[config.mk]
export PLATFORM = sky130hd
export DESIGN_NAME = bpsc_top
export DESIGN_NICKNAME = d
export VERILOG_FILES = /design/src/rtl/bpsc_pkg.sv /design/src/rtl/bpsc_top.sv /design/src/rtl/bpsc_wake_keep.sv
export VERILOG_INCLUDE_DIRS = /design/src /design/src/rtl
export SDC_FILE = /design/constraint.sdc
export NUM_CORES = 1
export LEC_CHECK = 0
export BUFFER_PORTS_ARGS = -buffer_cell sky130_fd_sc_hd__buf_2
export CAP_MARGIN = 5
export CORE_ASPECT_RATIO = 1.5
export CORE_MARGIN = 1.5
export CORE_UTILIZATION = 33
export DETAILED_ROUTE_END_ITERATION = 16
export PLACE_DENSITY = 0.77
export SLEW_MARGIN = 15
export SYNTH_ARGS = -nofsm -noshare
export SYNTH_HDL_FRONTEND = slang
export SYNTH_SLANG_ARGS = --single-unit
[constraint.sdc]
create_clock -name mclk_i -period 1.2 [get_ports mclk_i]
set_clock_uncertainty 0.1 [all_clocks]
set_input_delay 0.12 -clock mclk_i [delete_from_list [all_inputs] [get_ports mclk_i]]
set_output_delay 0.12 -clock mclk_i [all_outputs]
set_load 0.005 [all_outputs]
[src/rtl/bpsc_consts.svh]
`ifndef BPSC_CONSTS_SVH
`define BPSC_CONSTS_SVH

// Configuration offset of the power management control and status word
`define BPSC_PMCS_OFFSET 8'h84
// Field positions inside the control and status word
`define BPSC_PSTATE_MSB 1
`define BPSC_PSTATE_LSB 0
`define BPSC_WAKE_EN_BIT 8
`define BPSC_DATA_SEL_MSB 12
`define BPSC_DATA_SEL_LSB 9
`define BPSC_DATA_SCALE_MSB 14
`define BPSC_DATA_SCALE_LSB 13
`define BPSC_WAKE_STS_BIT 15
// Master abort position in the host bridge status word
`define BPSC_MABORT_STS_BIT 13
// Power state encodings, reset values and fixed field values
`define BPSC_PSTATE_D0 2'h0
`define BPSC_PSTATE_D3 2'h3
`define BPSC_PSTATE_RESET 2'h0
`define BPSC_WAKE_EN_RESET 1'h0
`define BPSC_WAKE_STS_VALUE 1'h0
`define BPSC_DATA_SCALE_VALUE 2'h0
`define BPSC_DATA_SEL_VALUE 4'h0
// Byte lanes holding the writable fields
`define BPSC_PSTATE_LANE 0
`define BPSC_WAKE_EN_LANE 1

`endif

[src/rtl/bpsc_pkg.sv]
package bpsc_pkg;

    // Power state encodings; only the two supported codes exist
    typedef enum logic [1:0] {
        BPSC_D0 = 2'b00,
        BPSC_D3 = 2'b11
    } bpsc_pstate_type;

    // All state of the top module
    typedef struct packed {
        bpsc_pstate_type pstate;
        logic cfg_ack;
        logic cfg_hit;
        logic [31:0] cfg_rdata;
        logic dn_claim;
        logic dn_fwd;
        logic tgt_claim;
        logic memreg_claim;
        logic irq;
        logic wake_sig;
        logic mabort_sts;
        logic in_d0;
    } bpsc_state_type;

    // State of the reset-surviving store
    typedef struct packed {
        logic wake_en;
    } bpsc_keep_state_type;

endpackage : bpsc_pkg

[src/rtl/bpsc_top.sv]
`timescale 1ns/1ns
`default_nettype none
`include "bpsc_consts.svh"

module bpsc_top (
    input wire logic mclk_i,              // System clock, 20 MHz
    input wire logic rst_n_i,             // Function reset, async, active low
    input wire logic por_n_i,             // Power-on reset, async, active low
    input wire logic cfg_req_i,           // Configuration access request, one cycle
    input wire logic cfg_wr_i,            // 1 write, 0 read
    input wire logic [7:0] cfg_addr_i,    // Configuration byte offset, dword aligned
    input wire logic [3:0] cfg_be_i,      // Byte enables
    input wire logic [31:0] cfg_wdata_i,  // Write data
    output logic cfg_ack_o,               // Access complete, one cycle
    output logic cfg_hit_o,               // Access decoded to this register
    output logic [31:0] cfg_rdata_o,      // Read data
    input wire logic tgt_req_i,           // Transaction aimed at this function
    input wire logic tgt_cfg_i,           // That transaction is a configuration cycle
    output logic tgt_claim_o,             // Function claims the transaction
    input wire logic memreg_req_i,        // Cycle to memory mapped registers
    output logic memreg_claim_o,          // Memory mapped cycle claimed
    input wire logic irq_req_i,           // Internal interrupt request level
    output logic irq_o,                   // Interrupt to the system
    input wire logic dn_req_i,            // Downstream cycle offered to the bridge
    input wire logic dn_type0_cfg_i,      // Downstream cycle is type 0 configuration
    output logic dn_claim_o,              // Downstream cycle claimed
    output logic dn_fwd_o,                // Unclaimed cycle sent down the link
    input wire logic ur_return_i,         // Unsupported request came back up the link
    input wire logic mabort_clr_i,        // Host status clear of the master abort bit
    output logic mabort_sts_o,            // Host bridge status master abort flag
    output logic wake_sig_o,              // Wake event signal, never asserted
    output logic in_d0_o                  // Function is fully operational
);
    import bpsc_pkg::*;

    bpsc_state_type cur_r;
    bpsc_state_type cur_nxt;
    logic wake_en;
    logic sel;
    logic wr_go;
    logic d0;
    logic [31:0] rd_word;

    // Decode of this register's dword
    assign sel = (cfg_addr_i == `BPSC_PMCS_OFFSET);
    assign wr_go = cfg_req_i & cfg_wr_i & sel;
    assign d0 = (cur_r.pstate == BPSC_D0);

    // Wake enable sits in a store that only power-on clears
    bpsc_wake_keep u_keep (
        .mclk_i(mclk_i),
        .por_n_i(por_n_i),
        .wr_i(wr_go & cfg_be_i[`BPSC_WAKE_EN_LANE]),
        .wdata_i(cfg_wdata_i[`BPSC_WAKE_EN_BIT]),
        .wake_en_o(wake_en)
    );

    // Read word; everything not named below stays zero
    always_comb begin
        rd_word = 32'h00000000;
        rd_word[`BPSC_PSTATE_MSB:`BPSC_PSTATE_LSB] = cur_r.pstate;
        rd_word[`BPSC_WAKE_EN_BIT] = wake_en;
        rd_word[`BPSC_DATA_SEL_MSB:`BPSC_DATA_SEL_LSB] = `BPSC_DATA_SEL_VALUE;
        rd_word[`BPSC_DATA_SCALE_MSB:`BPSC_DATA_SCALE_LSB] = `BPSC_DATA_SCALE_VALUE;
        rd_word[`BPSC_WAKE_STS_BIT] = `BPSC_WAKE_STS_VALUE;
    end

    // Next state of the whole block
    always_comb begin
        cur_nxt = cur_r;

        // Every configuration access completes the cycle after it, in any state
        cur_nxt.cfg_ack = cfg_req_i;
        cur_nxt.cfg_hit = cfg_req_i & sel;
        if (cfg_req_i & !cfg_wr_i & sel) begin
            cur_nxt.cfg_rdata = rd_word;
        end else begin
            cur_nxt.cfg_rdata = 32'h00000000;
        end

        // Only the two supported codes move the state; others are dropped
        if (wr_go & cfg_be_i[`BPSC_PSTATE_LANE]) begin
            case (cfg_wdata_i[`BPSC_PSTATE_MSB:`BPSC_PSTATE_LSB])
                `BPSC_PSTATE_D0: begin
                    cur_nxt.pstate = BPSC_D0;
                end
                `BPSC_PSTATE_D3: begin
                    cur_nxt.pstate = BPSC_D3;
                end
                default: begin
                    cur_nxt.pstate = cur_r.pstate;
                end
            endcase
        end

        // Outside D0 only configuration cycles reach the function
        cur_nxt.tgt_claim = tgt_req_i & (d0 | tgt_cfg_i);
        cur_nxt.memreg_claim = memreg_req_i & d0;
        cur_nxt.irq = irq_req_i & d0;

        // Downstream routing: type 0 configuration always passes
        cur_nxt.dn_claim = dn_req_i & (d0 | dn_type0_cfg_i);
        cur_nxt.dn_fwd = dn_req_i & !d0 & !dn_type0_cfg_i;

        // Set beats clear so a returning request is never lost
        if (ur_return_i) begin
            cur_nxt.mabort_sts = 1'b1;
        end else if (mabort_clr_i) begin
            cur_nxt.mabort_sts = 1'b0;
        end

        // No wake signalling from any state, whatever the enable says
        cur_nxt.wake_sig = 1'b0;
        cur_nxt.in_d0 = (cur_nxt.pstate == BPSC_D0);
    end

    // Single register stage for all state
    always_ff @(posedge mclk_i or negedge rst_n_i) begin
        if (!rst_n_i) begin
            cur_r.pstate <= BPSC_D0;
            cur_r.cfg_ack <= 1'b0;
            cur_r.cfg_hit <= 1'b0;
            cur_r.cfg_rdata <= 32'h00000000;
            cur_r.dn_claim <= 1'b0;
            cur_r.dn_fwd <= 1'b0;
            cur_r.tgt_claim <= 1'b0;
            cur_r.memreg_claim <= 1'b0;
            cur_r.irq <= 1'b0;
            cur_r.wake_sig <= 1'b0;
            cur_r.mabort_sts <= 1'b0;
            cur_r.in_d0 <= 1'b1;
        end else begin
            cur_r <= cur_nxt;
        end
    end

    // Outputs straight from the state register
    assign cfg_ack_o = cur_r.cfg_ack;
    assign cfg_hit_o = cur_r.cfg_hit;
    assign cfg_rdata_o = cur_r.cfg_rdata;
    assign tgt_claim_o = cur_r.tgt_claim;
    assign memreg_claim_o = cur_r.memreg_claim;
    assign irq_o = cur_r.irq;
    assign dn_claim_o = cur_r.dn_claim;
    assign dn_fwd_o = cur_r.dn_fwd;
    assign mabort_sts_o = cur_r.mabort_sts;
    assign wake_sig_o = cur_r.wake_sig;
    assign in_d0_o = cur_r.in_d0;

endmodule : bpsc_top
`default_nettype wire

[src/rtl/bpsc_wake_keep.sv]
`timescale 1ns/1ns
`default_nettype none
`include "bpsc_consts.svh"

module bpsc_wake_keep (
    input wire logic mclk_i,   // System clock
    input wire logic por_n_i,  // Power-on reset only, active low
    input wire logic wr_i,     // Write strobe for the stored bit
    input wire logic wdata_i,  // Value to store
    output logic wake_en_o     // Stored wake-event enable
);
    import bpsc_pkg::*;

    bpsc_keep_state_type cur_r;
    bpsc_keep_state_type cur_nxt;

    // Store a new value only on a write; the ordinary reset never reaches here
    always_comb begin
        cur_nxt = cur_r;
        if (wr_i) begin
            cur_nxt.wake_en = wdata_i;
        end
    end

    // Cleared by power-on only, so the bit survives function resets
    always_ff @(posedge mclk_i or negedge por_n_i) begin
        if (!por_n_i) begin
            cur_r.wake_en <= `BPSC_WAKE_EN_RESET;
        end else begin
            cur_r <= cur_nxt;
        end
    end

    assign wake_en_o = cur_r.wake_en;

endmodule : bpsc_wake_keep
`default_nettype wire

==> results of run 1 <==
-- area by class of cell --
| type | count | share of cell area (%) |
|---|---|---|
| Clock buffer | 4 | 2.32 |
| Inverter | 3 | 0.996 |
| Multi-Input combinational cell | 52 | 29.6 |
| Sequential cell | 15 | 33.3 |
| Tap cell | 24 | 2.65 |
| Timing Repair Buffer | 53 | 31.1 |
-- kinds of logic after synthesis --
| logic type | count (synthesis) | synth area share, % |
|---|---|---|
| muxes | 4 | 5.16 |
| AOI/OAI and AO/OA | 3 | 2.65 |
| other | 1 | 0.442 |
| and+or+nand+nor | 14 | 15.3 |
| buffers and inverters | 36 | 30.5 |
| adders and majority gates | 1 | 1.47 |
| DFF | 15 | 44.4 |
-- path summary, 6_finish.rpt --
path / from / end / slack [ns]
setup / recovery: cfg_addr_i[3] / cur_r[43] / -0.20
hold / removal: por_n_i / u_keep.wake_en_o / 0.04
setup reg to reg: cur_r[43] / in_d0_o / 0.03
hold reg to reg: mabort_sts_o / mabort_sts_o / 0.38
max in group asynchronous: rst_n_i / in_d0_o / 0.56
min in group mclk_i: cfg_wr_i / cfg_rdata_o[8] / 0.06
-- power breakdown --
part           total [W]  switching, W  leakage [nW]  internal, W
logic           0.000153     0.0000689         0.414    0.0000842
clock network   0.000276      0.000148        0.0150     0.000129
registers       0.000520    0.00000295         0.191     0.000517
-- stage by stage --
stage	hold slack, ns	util (%)
CTS	0.0282	46.0
finish	0.0427	46.2
global placement	-0.204	39.2
floorplan	-0.276	-
global route	0.0188	46.2
detailed placement	-0.202	39.2
-- state kept, by name (all words and copies together), names as in the netlist --
signal            flops
dn_claim_o            1
mabort_sts_o          1
cfg_ack_o             1
u_keep.wake_en_o      1
cfg_rdata_o           3
dn_fwd_o              1
irq_o                 1
cur_r                 2
tgt_claim_o           1
cfg_hit_o             1
memreg_claim_o        1
in_d0_o               1
-- cells in the final DEF (no fill, tap or decap), types with 3 or more instances in the layout --
master,netlist,final
buf_2,0,35
buf_4,33,3
buf_6,0,3
clkbuf_4,0,3
conb_1,1,30
dfrtp_1,14,14
dlygate4sd3_1,0,12
nor3b_2,1,3
-- routing by layer --
metal	track usage [%]	routed length, um
met1	9.93	458
met3	3.02	185
met2	21.5	826
met5	0	0
met4	6.82	0
-- worst max-delay path, delay by kind of cell --
family	cells	cell delay (ns)
AND/OR/NAND/NOR	2	0.88
multiplexers	1	0.36
buffers and inverters	1	0.09
-- timing repair --
action	4_1_cts	5_1_grt
setup buffers	0	0
pin swaps	1	1
hold endpoints to repair	23	0
endpoints found under the setup margin	8	8
hold buffers	12	0
gates resized for setup	4	1
==> impl_results.md, run 1 <==
* Status: complete, but fails checks
* Failing checks: design-rule violations, negative setup slack
* Drt drc at 5
* Layout net count at 186
* Slew Viols, Final at 0
* Final period util at 117%
* Count leader, synth: buf_4
* DRT Wirelength at 1.47 mm
* Max-cap viol count at 0
* WP data required at 1.26 ns
* Gpl congestion at 0.696
* Final hold viol count at 0
* Leakage at 0.620 nW
* FFs w/ async S/R, synth at 100%
* Post-synth EDFFs at 0
* PD cells at 840 nW/um^2
* Initial drt markers at 13
* Final Worst Setup Slack at -0.198 ns
* Htree depth at 1
* Die H at 65.1 um
* I/O Buffers at 37
* Worst skew pair latency at 0.27 ns
* R2r worst-path depth at 3
* Main synth FF type: dfrtp_1
* RSZ-0062 raised after global routing: true
* Clock sinks at 15
* Vias at 622
* Clock buffer count from CTS at 3
* Syn_area_per_cell at 11.5 um^2
* Width of the die at 44.4 um
* Post-route ant nets at 0
* Die ar. at 2890 um^2
* Seq/Total Area, Yosys at 44.4%
* WL/cell at 9.74 um
* CP Capture Type: register
* Fmax at 0.715 GHz
* Post-route insts no fill at 151
* Io pins at 99
* Pre-CTS setup slack at -0.523 ns
* Post-Syn Area at 848 um^2
* First-pass GRT wire length at 2.36 mm
* First drt pass iteration count at 11
* Clock buffer depth at 2
* Reg area at 377 um^2
* Design Power at 0.000950 W
* Critical Path Source Type: input port
* Final HPWL DP at 1.08 mm
* Crit-path cells: buf_6, or4b_4, nor4_4, mux2_1
* ANT cells at 0
* Yosys top cell area share at 41.3%
* Worst-path maximum fanout at 3
* P&R area growth vs syn at 33.3%
* Yosys cell types at 22
* Initial Util at 34.6%
* Footprint of the multi-input gates at 335 um^2
* Synth cell count leaders: buf_4 (33), dfrtp_1 (14), inv_1 (3), nor3b_1 (3)
* Critical path's slowest cell: or4b_4
* Row Count at 22
* Clk root buf: clkbuf_4
* #FFs+latches synth at 15
* Critical path type: input port to register
* Total Routing Usage GR at 11.3%
* VDD IR-drop max at 364 uV
* Clock-pin slew on the worst setup and hold paths at 0.08 ns
* Placed Area at 960 um^2
* Vias per inst at 4.12
* TritonCTS clock tree: done
* Post-route setup TNS at -0.894 ns
* Share of cells above drive strength 1 at 43.3%
* Arr. time, crit path at 1.46 ns
* Fill count at 244
* Post-synth top area cell: dfrtp_1
* Largest net degree at the start of global routing at 15
* Top post-synthesis cells by area: dfrtp_1 (41%), buf_4 (29%), dfstp_2 (3.1%)
* Final min period at 1.40 ns
* Worst hold path class: input port to asynchronous set/reset pin
* Syn Inst Count at 74
* Post-layout instance area at 1130 um^2
* Placed Cells at 135
* Vias in the first global route at 601
* Grt ovf at 0
* Ys Warns at 0
* Initial antenna violation count at 0
* Largest stage delay on the critical path at 0.55 ns
* Core area at 2450 um^2
* Setup-failing EPs final at 8
Note: power is estimated with default switching activity, not from simulation.
==> run 2, diff against run 1 <==
- clock period: 1.2 -> 1.4 ns (I/O delays scaled with it)
==> run 2 against run 1 <==
  * The run still ends with design-rule violations, negative setup slack left
  * Die area is the same
  * Highest routed layer unchanged
  * Via count down 1.9%
  * Design area shrank 0.44%
  * Register-to-register slack improved by 0.26 ns
  * Global-route usage increased by 0.056 points
  * Wire length fell by 0.54%
  * Core utilization fell by 0.20 points
  * Largest power group unchanged
  * Combinational power decreased by 14%
  * Non-clock buffer count is 1 lower
  * Flip-flop and latch count unchanged
==> impl_results.md, run 2 (synthesized netlist as in run 1, its figures left out) <==
* Status: complete, but fails checks
* Failing checks: design-rule violations, negative setup slack
* Width of the die at 44.4 um (unchanged)
* Io pins at 99 (unchanged)
* First drt pass iteration count at 11 (unchanged)
* Final period util at 103%
* Largest stage delay on the critical path at 0.56 ns (about the same)
* WL/cell at 9.75 um (+0.12%)
* Final hold viol count at 0 (unchanged)
* Initial drt markers at 14 (+1)
* TritonCTS clock tree: done
* Layout net count at 185 (-0.54%)
* Htree depth at 1 (unchanged)
* Reg area at 377 um^2 (unchanged)
* Vias at 610 (-1.9%)
* Die H at 65.1 um (unchanged)
* Critical path buffers and inverters at 1 (unchanged)
* Total Routing Usage GR at 11.4% (+0.056 points)
* Die ar. at 2890 um^2 (unchanged)
* Setup-failing EPs final at 4 (-4)
* Clock buffer count from CTS at 3 (unchanged)
* PD cells at 721 nW/um^2 (-14%)
* Clk root buf: clkbuf_4
* Arr. time, crit path at 1.50 ns (+0.04 ns)
* Final HPWL DP at 1.10 mm (+2.1%)
* Vias per inst at 4.07 (-1.3%)
* Final Worst Setup Slack at -0.0392 ns (+0.159 ns)
* Post-layout instance area at 1130 um^2 (-0.44%)
* DRT Wirelength at 1.46 mm (-0.54%)
* I/O Buffers at 37 (unchanged)
* Critical Path Source Type: input port
* Clock sinks at 15 (unchanged)
* WP data required at 1.46 ns (+0.20 ns)
* Worst-path maximum fanout at 3 (unchanged)
* ANT cells at 0 (unchanged)
* Slew Viols, Final at 0 (unchanged)
* Gpl congestion at 0.722 (+3.8%)
* Clock-pin slew on the worst setup and hold paths at 0.09 ns (about the same)
* Commonest cells after routing, fill and taps aside: buf_2 (35), conb_1 (30), dfrtp_1 (14)
* CP Capture Type: register
* Post-route ant nets at 0 (unchanged)
* Fmax at 0.695 GHz
* Share of cells above drive strength 1 at 42.1% (-1.2 points)
* P&R area growth vs syn at 32.7%
* Leakage at 0.614 nW (-0.91%)
* VDD IR-drop max at 415 uV (+14%)
* Worst hold path class: input port to register
* Largest net degree at the start of global routing at 15 (unchanged)
* First-pass GRT wire length at 2.41 mm (+2.1%)
* Max reg flops at 3 (unchanged)
* Worst skew pair latency at 0.27 ns (about the same)
* Final min period at 1.44 ns
* Max-cap viol count at 0 (unchanged)
* Commonest non-fill, non-tap cell in the layout: buf_2
* Initial antenna violation count at 0 (unchanged)
* Post-CTS setup buffers at 0 (unchanged)
* Drt drc at 6 (+1)
* Footprint of the multi-input gates at 339 um^2 (+1.1%)
* RSZ-0062 raised after global routing: true
* Fill count at 237 (-2.9%)
* Post-route setup TNS at -0.0919 ns (+0.802 ns)
* Row Count at 22 (unchanged)
* Grt ovf at 0 (unchanged)
* Critical path's slowest cell: or4b_4
* Design Power at 0.000812 W (-14%)
* Critical path type: input port to register
* Vias in the first global route at 556 (-7.5%)
* Cell family with most CP delay: simple AND/OR/NAND/NOR gates
* Placed Area at 945 um^2 (-1.6%)
* Clock buffer depth at 2 (unchanged)
* Core area at 2450 um^2 (unchanged)
* Initial Util at 34.6% (unchanged)
* Crit-path cells: buf_6, or4b_4, nor4_4, mux2_4
-- run 2: final timing paths --
check,from,endpoint,slack [ns],cells after the start
max in group asynchronous,rst_n_i,in_d0_o,0.73,2
setup reg to reg,cur_r[43],in_d0_o,0.29,3
min in group asynchronous,por_n_i,u_keep.wake_en_o,0.07,2
hold reg to reg,mabort_sts_o,mabort_sts_o,0.40,1
setup / recovery,cfg_addr_i[0],cur_r[43],-0.04,4
hold / removal,mabort_clr_i,mabort_sts_o,0.03,3
-- run 2: area by class of cell --
cell class	count	area share, %
repair buffers	52	30.4
well taps	24	2.67
clock buffers	4	2.33
flip-flops and latches	15	33.4
multi-input cells	52	30.1
inverters	3	1.00
-- run 2: metrics by stage --
step	cells	utilization [%]	worst slack [ns]	hold WS, ns
after floorplan	103	-	-0.185	-0.256
after global placement	133	38.6	-0.273	-0.184
after detailed placement	133	38.6	-0.344	-0.182
after CTS	149	45.1	-0.0400	0.00406
after global routing	150	46.0	-0.0369	0.0282
final	150	46.0	-0.0392	0.0303
-- run 2: power breakdown --
group	internal [W]	total [W]	switching [W]
clock	0.000110	0.000236	0.000125
sequential	0.000443	0.000446	0.00000283
combinational	0.0000721	0.000131	0.0000585
-- run 2: metal layers --
metal / global-route usage, % / up-vias / wire length, um
met5: 0 / - / 0
met4: 4.55 / 0 / 0
met3: 3.57 / 0 / 171
met2: 21.1 / 49 / 843
met1: 11.1 / 278 / 447
li1: - / 283 / -
-- run 2: tightest hold or removal path: stages --
cell	delay (ns)
buf_2	0.09
inv_1	0.04
a21o_1	0.10
-- run 2: what timing repair did --
item | 4_1_cts | 5_1_grt
endpoints found under the setup margin | 3 | 5
resized for setup | 3 | 2
pin swaps | 2 | 2
hold endpoints to repair | 24 | 1
hold buffers | 12 | 1
